**src/hw/pd8_sync.sv**
```systemverilog
// package of shared constants and the two-flop input synchroniser
package pd8_pkg;
  // ************************************************************
  // counter geometry
  // ************************************************************
  localparam int          PD8_CNT_W    = 8;
  localparam logic [7:0]  PD8_CNT_MAX  = 8'hff;  // clear value, also wrap target
  localparam logic [7:0]  PD8_CNT_ZERO = 8'h00;
  localparam logic [7:0]  PD8_CNT_ONE  = 8'h01;

  // ************************************************************
  // layout of the synchronised pin bundle
  // ************************************************************
  localparam int          PD8_SYNC_W   = 12;
  localparam int          PD8_B_PRE_LO = 0;      // preset word occupies bits 7..0
  localparam int          PD8_B_PRE_HI = 7;
  localparam int          PD8_B_TE     = 8;
  localparam int          PD8_B_PE     = 9;
  localparam int          PD8_B_PL     = 10;
  localparam int          PD8_B_MR     = 11;
  // every control is active low, so the idle bundle is all ones
  localparam logic [11:0] PD8_SYNC_RST = 12'hfff;
endpackage

`timescale 1ns/1ps
`default_nettype none

// ************************************************************
// two-flop synchroniser for pins from outside the clock domain
// ************************************************************
module pd8_sync
  import pd8_pkg::*;
(
  input  wire logic                  ref_clk_in,
  input  wire logic                  srst_in,
  input  wire logic [PD8_SYNC_W-1:0] async_in,
  output var  logic [PD8_SYNC_W-1:0] sync_out
);

  logic [PD8_SYNC_W-1:0] meta_q;

  // first stage feeds only the second stage
  always_ff @(posedge ref_clk_in) begin
    if (srst_in) begin
      meta_q   <= PD8_SYNC_RST;
      sync_out <= PD8_SYNC_RST;
    end else begin
      meta_q   <= async_in;
      sync_out <= meta_q;
    end
  end

endmodule

`default_nettype wire

```
**src/hw/pd8_down_counter.sv**
```systemverilog
// 8-bit presettable down counter with active-low controls and zero flag
`timescale 1ns/1ps
`default_nettype none

module pd8_down_counter
  import pd8_pkg::*;
(
  input  wire logic                 ref_clk_in,
  input  wire logic                 srst_in,
  input  wire logic                 count_clock_in,
  input  wire logic                 master_clear_n_in,
  input  wire logic                 async_load_n_in,
  input  wire logic                 sync_load_n_in,
  input  wire logic                 count_enable_n_in,
  input  wire logic [PD8_CNT_W-1:0] preset_word_in,
  output var  logic [PD8_CNT_W-1:0] count_out,
  output var  logic                 zero_flag_n_out
);

  // ************************************************************
  // pin synchronisation
  // ************************************************************
  // reset levels of the local flops: the count pin idles low, the flag high
  localparam logic PD8_CLK_IDLE  = 1'b0;
  localparam logic PD8_FLAG_IDLE = 1'b1;

  logic [PD8_SYNC_W-1:0] pins_s;
  logic [PD8_CNT_W-1:0]  preset_s;
  logic                  clear_n_s;
  logic                  aload_n_s;
  logic                  sload_n_s;
  logic                  enable_n_s;
  logic                  clk_s;
  logic                  clk_prev_q;
  logic                  clk_rise;
  logic [PD8_CNT_W-1:0]  cnt_d;

  // count_clock is sampled like any other pin; it must run well below ref_clk_in
  pd8_sync u_sync (
    .ref_clk_in (ref_clk_in),
    .srst_in    (srst_in),
    .async_in   ({master_clear_n_in, async_load_n_in, sync_load_n_in,
                  count_enable_n_in, preset_word_in}),
    .sync_out   (pins_s)
  );

  // unpack the bundle; preset keeps its bit order, bit 7 most significant
  assign preset_s   = pins_s[PD8_B_PRE_HI:PD8_B_PRE_LO];
  assign enable_n_s = pins_s[PD8_B_TE];
  assign sload_n_s  = pins_s[PD8_B_PE];
  assign aload_n_s  = pins_s[PD8_B_PL];
  assign clear_n_s  = pins_s[PD8_B_MR];

  // ************************************************************
  // count_clock edge detection
  // ************************************************************
  // a separate flop so that the synchroniser flops stay untouched
  always_ff @(posedge ref_clk_in) begin
    if (srst_in) begin
      clk_prev_q <= PD8_CLK_IDLE;
    end else begin
      clk_prev_q <= count_clock_in;
    end
  end

  // edge seen on the delayed copy keeps it aligned with the other pins
  logic clk_meta_q;
  logic clk_sync_q;
  always_ff @(posedge ref_clk_in) begin
    if (srst_in) begin
      clk_meta_q <= PD8_CLK_IDLE;
      clk_sync_q <= PD8_CLK_IDLE;
    end else begin
      clk_meta_q <= clk_prev_q;
      clk_sync_q <= clk_meta_q;
    end
  end
  assign clk_s = clk_meta_q;
  // count_clock must stay high and low for one ref cycle each to be seen
  assign clk_rise = clk_s & ~clk_sync_q;

  // ************************************************************
  // next count, in priority order
  // ************************************************************
  // the asynchronous controls act as levels on every ref clock, so they
  // need no count_clock edge; the trade is a two-cycle pin latency
  always_comb begin
    cnt_d = count_out;
    if (!clear_n_s) begin
      cnt_d = PD8_CNT_MAX;
    end else if (!aload_n_s) begin
      cnt_d = preset_s;
    end else if (clk_rise) begin
      if (!sload_n_s) begin
        cnt_d = preset_s;
      end else if (!enable_n_s) begin
        cnt_d = count_out - PD8_CNT_ONE;
      end
    end
  end

  // ************************************************************
  // count and zero flag registers
  // ************************************************************
  // holding when disabled falls out of cnt_d defaulting to the count
  always_ff @(posedge ref_clk_in) begin
    if (srst_in) begin
      count_out <= PD8_CNT_MAX;
    end else begin
      count_out <= cnt_d;
    end
  end

  // flag decoded from the next count so it lines up with count_out;
  // it stays low until the count leaves zero or enable_n_s goes high
  always_ff @(posedge ref_clk_in) begin
    if (srst_in) begin
      zero_flag_n_out <= PD8_FLAG_IDLE;
    end else begin
      zero_flag_n_out <= ~((cnt_d == PD8_CNT_ZERO) & ~enable_n_s);
    end
  end

  // keeps $past away from the reset-time samples on the first live edge
  logic past_ok_q;
  always_ff @(posedge ref_clk_in) begin
    if (srst_in) begin
      past_ok_q <= 1'b0;
    end else begin
      past_ok_q <= 1'b1;
    end
  end
endmodule

`default_nettype wire

```
**config.mk**
```make
export PLATFORM = sky130hd
export DESIGN_NAME = pd8_down_counter
export DESIGN_NICKNAME = d
export VERILOG_FILES = /design/src/hw/pd8_sync.sv /design/src/hw/pd8_down_counter.sv
export SDC_FILE = /design/constraint.sdc
export NUM_CORES = 1
export LEC_CHECK = 0
export BUFFER_PORTS_ARGS = -buffer_cell sky130_fd_sc_hd__buf_2
export CELL_PAD_IN_SITES_DETAIL_PLACEMENT = 2
export CELL_PAD_IN_SITES_GLOBAL_PLACEMENT = 2
export CORE_AREA = 10 10 77 79
export CTS_BUF_LIST = sky130_fd_sc_hd__clkbuf_8
export CTS_CLUSTER_DIAMETER = 120
export DETAILED_ROUTE_END_ITERATION = 10
export DIE_AREA = 0 0 87 89
export GPL_TIMING_DRIVEN = 0
export PLACE_DENSITY = 0.86
export SYNTH_ARGS = -nofsm -noshare
export SYNTH_HDL_FRONTEND = slang
export SYNTH_HIERARCHICAL = 1
export SYNTH_SLANG_ARGS = --single-unit
```
**constraint.sdc**
```tcl
create_clock -name ref_clk_in -period 2.2 [get_ports ref_clk_in]
set_input_delay 0.44 -clock ref_clk_in [delete_from_list [all_inputs] [get_ports ref_clk_in]]
set_output_delay 0.44 -clock ref_clk_in [all_outputs]
set_load 0.02 [all_outputs]
```
==> metrics.md, run 1 <==
| Metric | Value |
|---|---|
| Setup repair after global routing missed its margin | `true` |
| Core area | `4536 µm²` |
| EDFF count, synth | `0` |
| Final setup margin | `-0.1220 ns` |
| GRT overflow | `0` |
| H-tree depth | `2` |
| Inserted Clock Buffers | `5` |
| Violated checks | `negative setup slack` |
| Max Fclk | `430.7 MHz` |
| Peak supply drop | `0.3527 mV` |
| Post-synthesis sequential area ratio | `0.5241` |
| Rel. slew slack | `0.6485` |
| I/O Pins | `24` |
| Die height | `89 µm` |
| Final Hold Fails | `0` |
| Clock latency on the worst-skew pair | `0.29 ns` |
| Hold WC Path Type | `input pin to flop` |
| Largest net degree at the start of global routing | `15` |
| First-pass GRT wire length | `6900 µm` |
| Synth Area in Adders | `0.009099` |
| Fraction of layout cells with a size suffix above 1 | `0.3257` |
| Worst setup path class | `flop to flop` |
| Vias | `1162` |
| FF+latch count, synth | `36` |
| Setup violators final | `1` |
| Aggregate global-route resource usage | `0.1152` |
| Pwr dens | `786.0 nW/µm²` |
| FILL cells | `490` |
| Lkg Pwr | `0.7021 nW` |
| Non-Filler Instances | `229` |
| Avg Inst Size Synth | `9.822 µm²` |
| N_diodes | `0` |
| CP endpoint kind | `flop` |
| Reg area | `734.5 µm²` |
| Final slew viol count | `0` |
| Post-Route WL | `4165 µm` |
| Worst Skew | `0.01076 ns` |
| Hold Slack | `0.3262 ns` |
| Required @ worst endpoint | `2.37 ns` |
| Internal reg-to-reg setup slack | `-0.12 ns` |
| Mapped Cells | `140` |
| Most common cell after layout, fill and taps aside | `dfxtp_1` |
| Arrival time worst endpoint | `2.49 ns` |
| Die ar. | `7743 µm²` |
| Clock buffer depth | `2` |
| Post-DP HPWL | `2882 µm` |
| Die X | `87 µm` |
| Multi-input logic area | `653.1 µm²` |
| Post-synth net total | `156` |
| Status | `finished, violations left` |
| Crit path max fanout | `4` |
| Xor-xnor portion of the synthesized cell area | `0.006369` |
| Warnings from Yosys | `6` |
| Post-Synthesis Cell Area | `1375 µm²` |
| Drt wl/cell | `18.19 µm` |
| Ranking of synthesized cells by area | `dfxtp_1 (52%), or2_1 (11%), nand2_1 (2.7%), a21oi_1 (2.5%), nor2b_1 (2.3%)` |
| Placed insts | `217` |
| Clock Sink Count | `36` |
| # port buffers | `23` |
| Root Driver | `clkbuf_8` |
| Period minus WS final | `2.322 ns` |
| Post-synthesis mux area share | `0.007279` |
| Post-synth top area share | `0.5241` |
| Drt drc | `0` |
| Initial antenna violation count | `0` |
| Placer congestion estimate | `0.8384` |
| Router iterations before antenna repair | `4` |
| Ys async rst share | `0` |
| Row cnt | `25` |
| Synth Area in Compound Gates | `0.1046` |
| Max_cap viols | `0` |
| Final worst-path cycle share | `1.055` |
| Clk slew on worst S/H paths | `0.08 ns` |
| Setup TNS Final | `-0.1220 ns` |
| Netlist cell types | `38` |
| Synth Area in Simple Gates | `0.3130` |
| Crit start category | `flop` |
| Layout area overhead | `28.30%` |
| Commonest non-fill, non-tap cells in the layout | `dfxtp_1 (31), or2_1 (24), buf_2 (23)` |
| Vias per cell | `5.074` |
| Initial Utilization | `0.3032` |
| Top FF cell, synth | `dfxtp_1` |
| Synth area leader | `dfxtp_1` |
| Nets@finish | `190` |
| Clock tree from TritonCTS | `built` |
| Starting DRT DRC Count | `74` |
| Vias in the first global route | `1382` |
| Largest family of logic cells by synthesized area | `simple AND/OR/NAND/NOR gates` |
| Post-route antenna net violation count | `0` |
| Tightest Pin Transition | `0.5225 ns` |
cell type report:
type | instances | share of cell area
plain buffers | 4 | 0.01773
clock inverters | 3 | 0.02340
clock buffers | 5 | 0.03901
repair buffers | 28 | 0.08652
inverters | 4 | 0.008511
multi-input cells | 95 | 0.3702
flip-flops and latches | 36 | 0.4163
well taps | 54 | 0.03830
report_power, final:
part | internal, W | switching, W | leakage, nW | total (W)
combinational | 0.0000512 | 0.0000575 | 0.346 | 0.000109
sequential | 0.000678 | 0.0000201 | 0.297 | 0.000698
clock | 0.000336 | 0.000244 | 0.0585 | 0.000580
final timing paths:
| kind | from | endpoint | cells after the start |
|---|---|---|---|
| setup reg to reg | count_out[0] | zero_flag_n_out | 7 |
| hold / removal | preset_word_in[2] | u_sync/meta_q[2] | 2 |
| hold reg to reg | u_sync/meta_q[11] | u_sync/sync_out[11] | 1 |
| setup / recovery | count_out[0] | zero_flag_n_out | 7 |
through the flow:
step           area (µm²)  power [W]  worst slack (ns)    util
2_1_floorplan        1386  0.0007646         -0.009891       -
6_report             1764   0.001387           -0.1220  0.3890
4_1_cts              1729   0.001393          -0.09274  0.3812
3_5_place_dp         1569  0.0008097           -0.3512  0.3459
3_3_place_gp         1569  0.0007984           -0.2891  0.3459
5_1_grt              1764   0.001448           -0.2090  0.3890
critical path: stages, from the launching register on:
cell and delay [ns]:
dfxtp_4 0.36, inv_2 0.06, ha_1 0.16, or4b_4 0.47, o311a_1 0.31, o21a_1 0.20, o21bai_1 0.17, or4_1 0.46
layer usage:
| layer | global-route usage | vias to the layer above | part of all wire |
|---|---|---|---|
| met5 | 0 | - | 0 |
| met3 | 0.03829 | 8 | 0.051 |
| li1 | - | 553 | - |
| met4 | 0.06186 | 0 | 0.025 |
| met2 | 0.2119 | 30 | 0.53 |
| met1 | 0.1110 | 571 | 0.39 |
cells by family (layout without fill, tap and decap cells):
family | after synthesis | in the layout
adders and majority gates | 1 | 1
muxes | 1 | 1
DFF | 36 | 36
and+or+nand+nor | 70 | 70
AOI/OAI and AO/OA | 22 | 22
buffers and inverters | 9 | 44
xor gates and xnor gates | 1 | 1
repair_timing:
action,CTS,global route
endpoints found under the setup margin,1,1
hold buffers,0,0
buffers inserted,4,1
pin swaps,2,2
resized for setup,8,5
flip-flops by register name, summed over array words and instances (netlist names):
signal           cells
clk_prev_q           1
clk_meta_q           1
clk_sync_q           1
u_sync/sync_out     12
zero_flag_n_out      1
count_out            8
u_sync/meta_q       12
synthesized netlist by cell type, drive strengths merged (2+ instances only):
cell	number
o21a	2
nor3b	2
or3	2
or2	25
nand4b	2
buf	2
or3b	2
nor2	3
nand3	2
nand2	10
nand2b	2
inv	4
clkbuf	3
dfxtp	36
nor4	3
o2111ai	2
nor2b	5
nor3	4
a21oi	7
o21ai	4
or4	4
(Power assumes the default switching activity.)
==> inputs of run 2 (changes only) <==
--- a/config.mk
+++ b/config.mk
@@ -5,16 +5,17 @@
 export SDC_FILE = /design/constraint.sdc
 export NUM_CORES = 1
 export LEC_CHECK = 0
+export ABC_AREA = 1
 export BUFFER_PORTS_ARGS = -buffer_cell sky130_fd_sc_hd__buf_2
 export CELL_PAD_IN_SITES_DETAIL_PLACEMENT = 2
 export CELL_PAD_IN_SITES_GLOBAL_PLACEMENT = 2
-export CORE_AREA = 10 10 77 79
+export CORE_AREA = 10 10 84 86
 export CTS_BUF_LIST = sky130_fd_sc_hd__clkbuf_8
 export CTS_CLUSTER_DIAMETER = 120
 export DETAILED_ROUTE_END_ITERATION = 10
-export DIE_AREA = 0 0 87 89
+export DIE_AREA = 0 0 94 96
 export GPL_TIMING_DRIVEN = 0
-export PLACE_DENSITY = 0.86
+export PLACE_DENSITY = 0.85
 export SYNTH_ARGS = -nofsm -noshare
 export SYNTH_HDL_FRONTEND = slang
 export SYNTH_HIERARCHICAL = 1
==> run 2 against run 1 <==
Net effect: the run now ends clean; first-iteration DRC count down 30%; register-to-register slack improved by 0.68 ns; die area increased by 17%; worst hold slack improved by 0.0038 ns; via count increased by 18%.
==> metrics.md, run 2 <==
| Metric | Value |
|---|---|
| Max_cap viols | `0` |
| Drt wl/cell | `12.53 µm` |
| Post-synthesis sequential area ratio | `0.4788` |
| Max Fclk | `609.8 MHz` |
| Worst setup startpoint | `count_out[0]` |
| Clk slew on worst S/H paths | `0.06 ns` |
| # port buffers | `23` |
| Die height | `96 µm` |
| Largest regs | `u_sync/meta_q x12, u_sync/sync_out x12, count_out x8` |
| Post-cts sizing count | `0` |
| I/O Pins | `24` |
| CP most frequent cell | `nand2_1` |
| Ranking of synthesized cells by area | `dfxtp_1 (48%), nand2_1 (16%), inv_1 (9.0%), nor2_1 (5.7%), nand3_1 (3.7%)` |
| Nets@finish | `258` |
| Non-Filler Instances | `315` |
| Lkg Pwr | `0.9616 nW` |
| Tightest Pin Transition | `0.3266 ns` |
| Warnings from Yosys | `6` |
| Router iterations before antenna repair | `4` |
| Slowest CP cell | `dfxtp_1` |
| Critical Path, Cell by Cell | `inv_1 -> ha_1 -> inv_1 -> nor2_1 -> nand2_1 -> o21ai_0 -> nand2_1 -> nand3_1 -> nor2_1 -> nand2_1 -> nor2_1 -> nand2_1` |
| Die X | `94 µm` |
| Largest net degree at the start of global routing | `11` |
| Post-CTS Setup Bufs | `0` |
| N_diodes | `0` |
| Post-synth net total | `228` |
| FF+latch count, synth | `36` |
| Die ar. | `9024 µm²` |
| Hold path startpoint | `preset_word_in[1]` |
| Vias | `1370` |
| Drt drc | `0` |
| Netlist cell types | `20` |
| Hold WC Path Type | `input pin to flop` |
| Root Driver | `clkbuf_8` |
| CP peak stage delay | `0.41 ns` |
| Crit start category | `flop` |
| Ys async rst share | `0` |
| Post-synth top area share | `0.4788` |
| Period minus WS final | `1.640 ns` |
| H-tree depth | `2` |
| Vias per cell | `4.349` |
| EDFF count, synth | `0` |
| Mapped Cells | `212` |
| Top FF cell, synth | `dfxtp_1` |
| Setup repair after global routing missed its margin | `false` |
| Placer congestion estimate | `0.8240` |
| Arrival time worst endpoint | `1.81 ns` |
| Clock Sink Count | `36` |
| Aggregate global-route resource usage | `0.09764` |
| Synth area leader | `dfxtp_1` |
| Placed insts | `307` |
| Most common cell in the netlist | `nand2_1` |
| Top cells by count, synth | `nand2_1 (63), dfxtp_1 (36), inv_1 (36)` |
| Post-route antenna net violation count | `0` |
| Clock latency on the worst-skew pair | `0.29 ns` |
| Post-Synthesis Cell Area | `1505 µm²` |
| Pwr dens | `721.1 nW/µm²` |
| Vias in the first global route | `1526` |
| Post-Route WL | `3946 µm` |
| Required @ worst endpoint | `2.37 ns` |
| Inserted Clock Buffers | `5` |
| Layout area overhead | `19.62%` |
| Peak supply drop | `0.3273 mV` |
| Most common cell after layout, fill and taps aside | `nand2_1` |
| Clock tree from TritonCTS | `built` |
| Initial Utilization | `0.2785` |
| CP endpoint kind | `flop` |
| Reg2reg start | `count_out[0]` |
| Avg Inst Size Synth | `7.100 µm²` |
| Status | `complete, no violations` |
| Setup TNS Final | `0 ns` |
| Initial antenna violation count | `0` |
| Worst Skew | `0.005062 ns` |
| Hold Slack | `0.3300 ns` |
| Final worst-path cycle share | `0.7454` |
| Crit-path leading delay family | `simple AND/OR/NAND/NOR gates` |
| GRT overflow | `0` |
| Worst setup path class | `flop to flop` |
| Post-DP HPWL | `3271 µm` |
| Fraction of layout cells with a size suffix above 1 | `0.2016` |
| Rel. slew slack | `0.7820` |
| First-pass GRT wire length | `6969 µm` |
| Worst path buffer plus inverter count | `2` |
| Crit path max fanout | `4` |
| Core area | `5405 µm²` |
| Hold_buf cts | `0` |
| Final slew viol count | `0` |
| Final Hold Fails | `0` |
| Commonest non-fill, non-tap cells in the layout | `nand2_1 (63), inv_1 (38), dfxtp_1 (36)` |
| Clock buffer depth | `2` |
| Row cnt | `27` |
| Starting DRT DRC Count | `52` |
| Setup violators final | `0` |
-- run 2: changes by cell type after synthesis, moves of 4 or more --
cell	previous run	this run
nand2_2	0	4
nor2b_1	5	0
nand2_1	10	63
nand3_1	2	11
inv_2	0	7
nor2_1	3	23
o21ai_1	0	5
inv_1	4	36
nand4_1	0	4
or2_1	24	0
-- run 2: per-layer routing --
layer	vias up	GRT usage	share of wire
met4	0	0.06076	0.023
li1	692	-	-
met2	26	0.1751	0.50
met5	-	0	0
met3	5	0.01556	0.036
met1	647	0.1057	0.44
-- run 2: power by group --
part	switching, W	internal [W]
sequential	0.0000212	0.000683
combinational	0.0000836	0.0000483
clock	0.000217	0.000246
total	0.000322	0.000977
-- run 2: path summary, 6_finish.rpt --
check,end,slack [ns],cells past startpoint
hold / removal,u_sync/meta_q[1],0.33,3
setup / recovery,zero_flag_n_out,0.56,12
hold reg to reg,clk_meta_q,0.40,2
setup reg to reg,zero_flag_n_out,0.56,12
-- run 2: area by class of cell --
cell class                      instances  area [µm²]
Clock inverter                          2       7.507
Timing Repair Buffer                   23       115.1
Buffer                                  3       30.03
Tap cell                               72       90.09
Inverter                               43       161.4
Clock buffer                            6       82.58
Sequential cell                        36       720.7
Fill cell                             673        3605
Multi-Input combinational cell        130       593.1
-- run 2: logic make-up (layout without fill, tap and decap cells) --
| logic type | Yosys count | count (layout) | share of synthesized area |
|---|---|---|---|
| AOI/OAI and AO/OA | 17 | 17 | 0.06151 |
| xor gates and xnor gates | 1 | 1 | 0.005820 |
| adders and majority gates | 1 | 1 | 0.008311 |
| buffers and inverters | 46 | 77 | 0.1272 |
| DFF | 36 | 36 | 0.4788 |
| and+or+nand+nor | 111 | 111 | 0.3184 |
-- run 2: worst reg2reg max path, cell delays in order (launching register included) --
cell and delay, ns:
dfxtp_1 0.41, inv_1 0.08, ha_1 0.22, inv_1 0.06, nor2_1 0.05, nand2_1 0.07, o21ai_0 0.09, nand2_1 0.10
nand3_1 0.07, nor2_1 0.12, nand2_1 0.07, nor2_1 0.11, nand2_1 0.07
-- run 2: through the flow --
step | utilization | power, W | cell area [µm²] | worst slack, ns
after CTS | 0.3331 | 0.001322 | 1800 | 0.4949
after global routing | 0.3331 | 0.001377 | 1800 | 0.3491
after floorplan | - | 0.0008010 | 1505 | 0.6809
after global placement | 0.3164 | 0.0008435 | 1710 | 0.6210
after detailed placement | 0.3164 | 0.0008537 | 1710 | 0.5724
final | 0.3331 | 0.001298 | 1800 | 0.5601
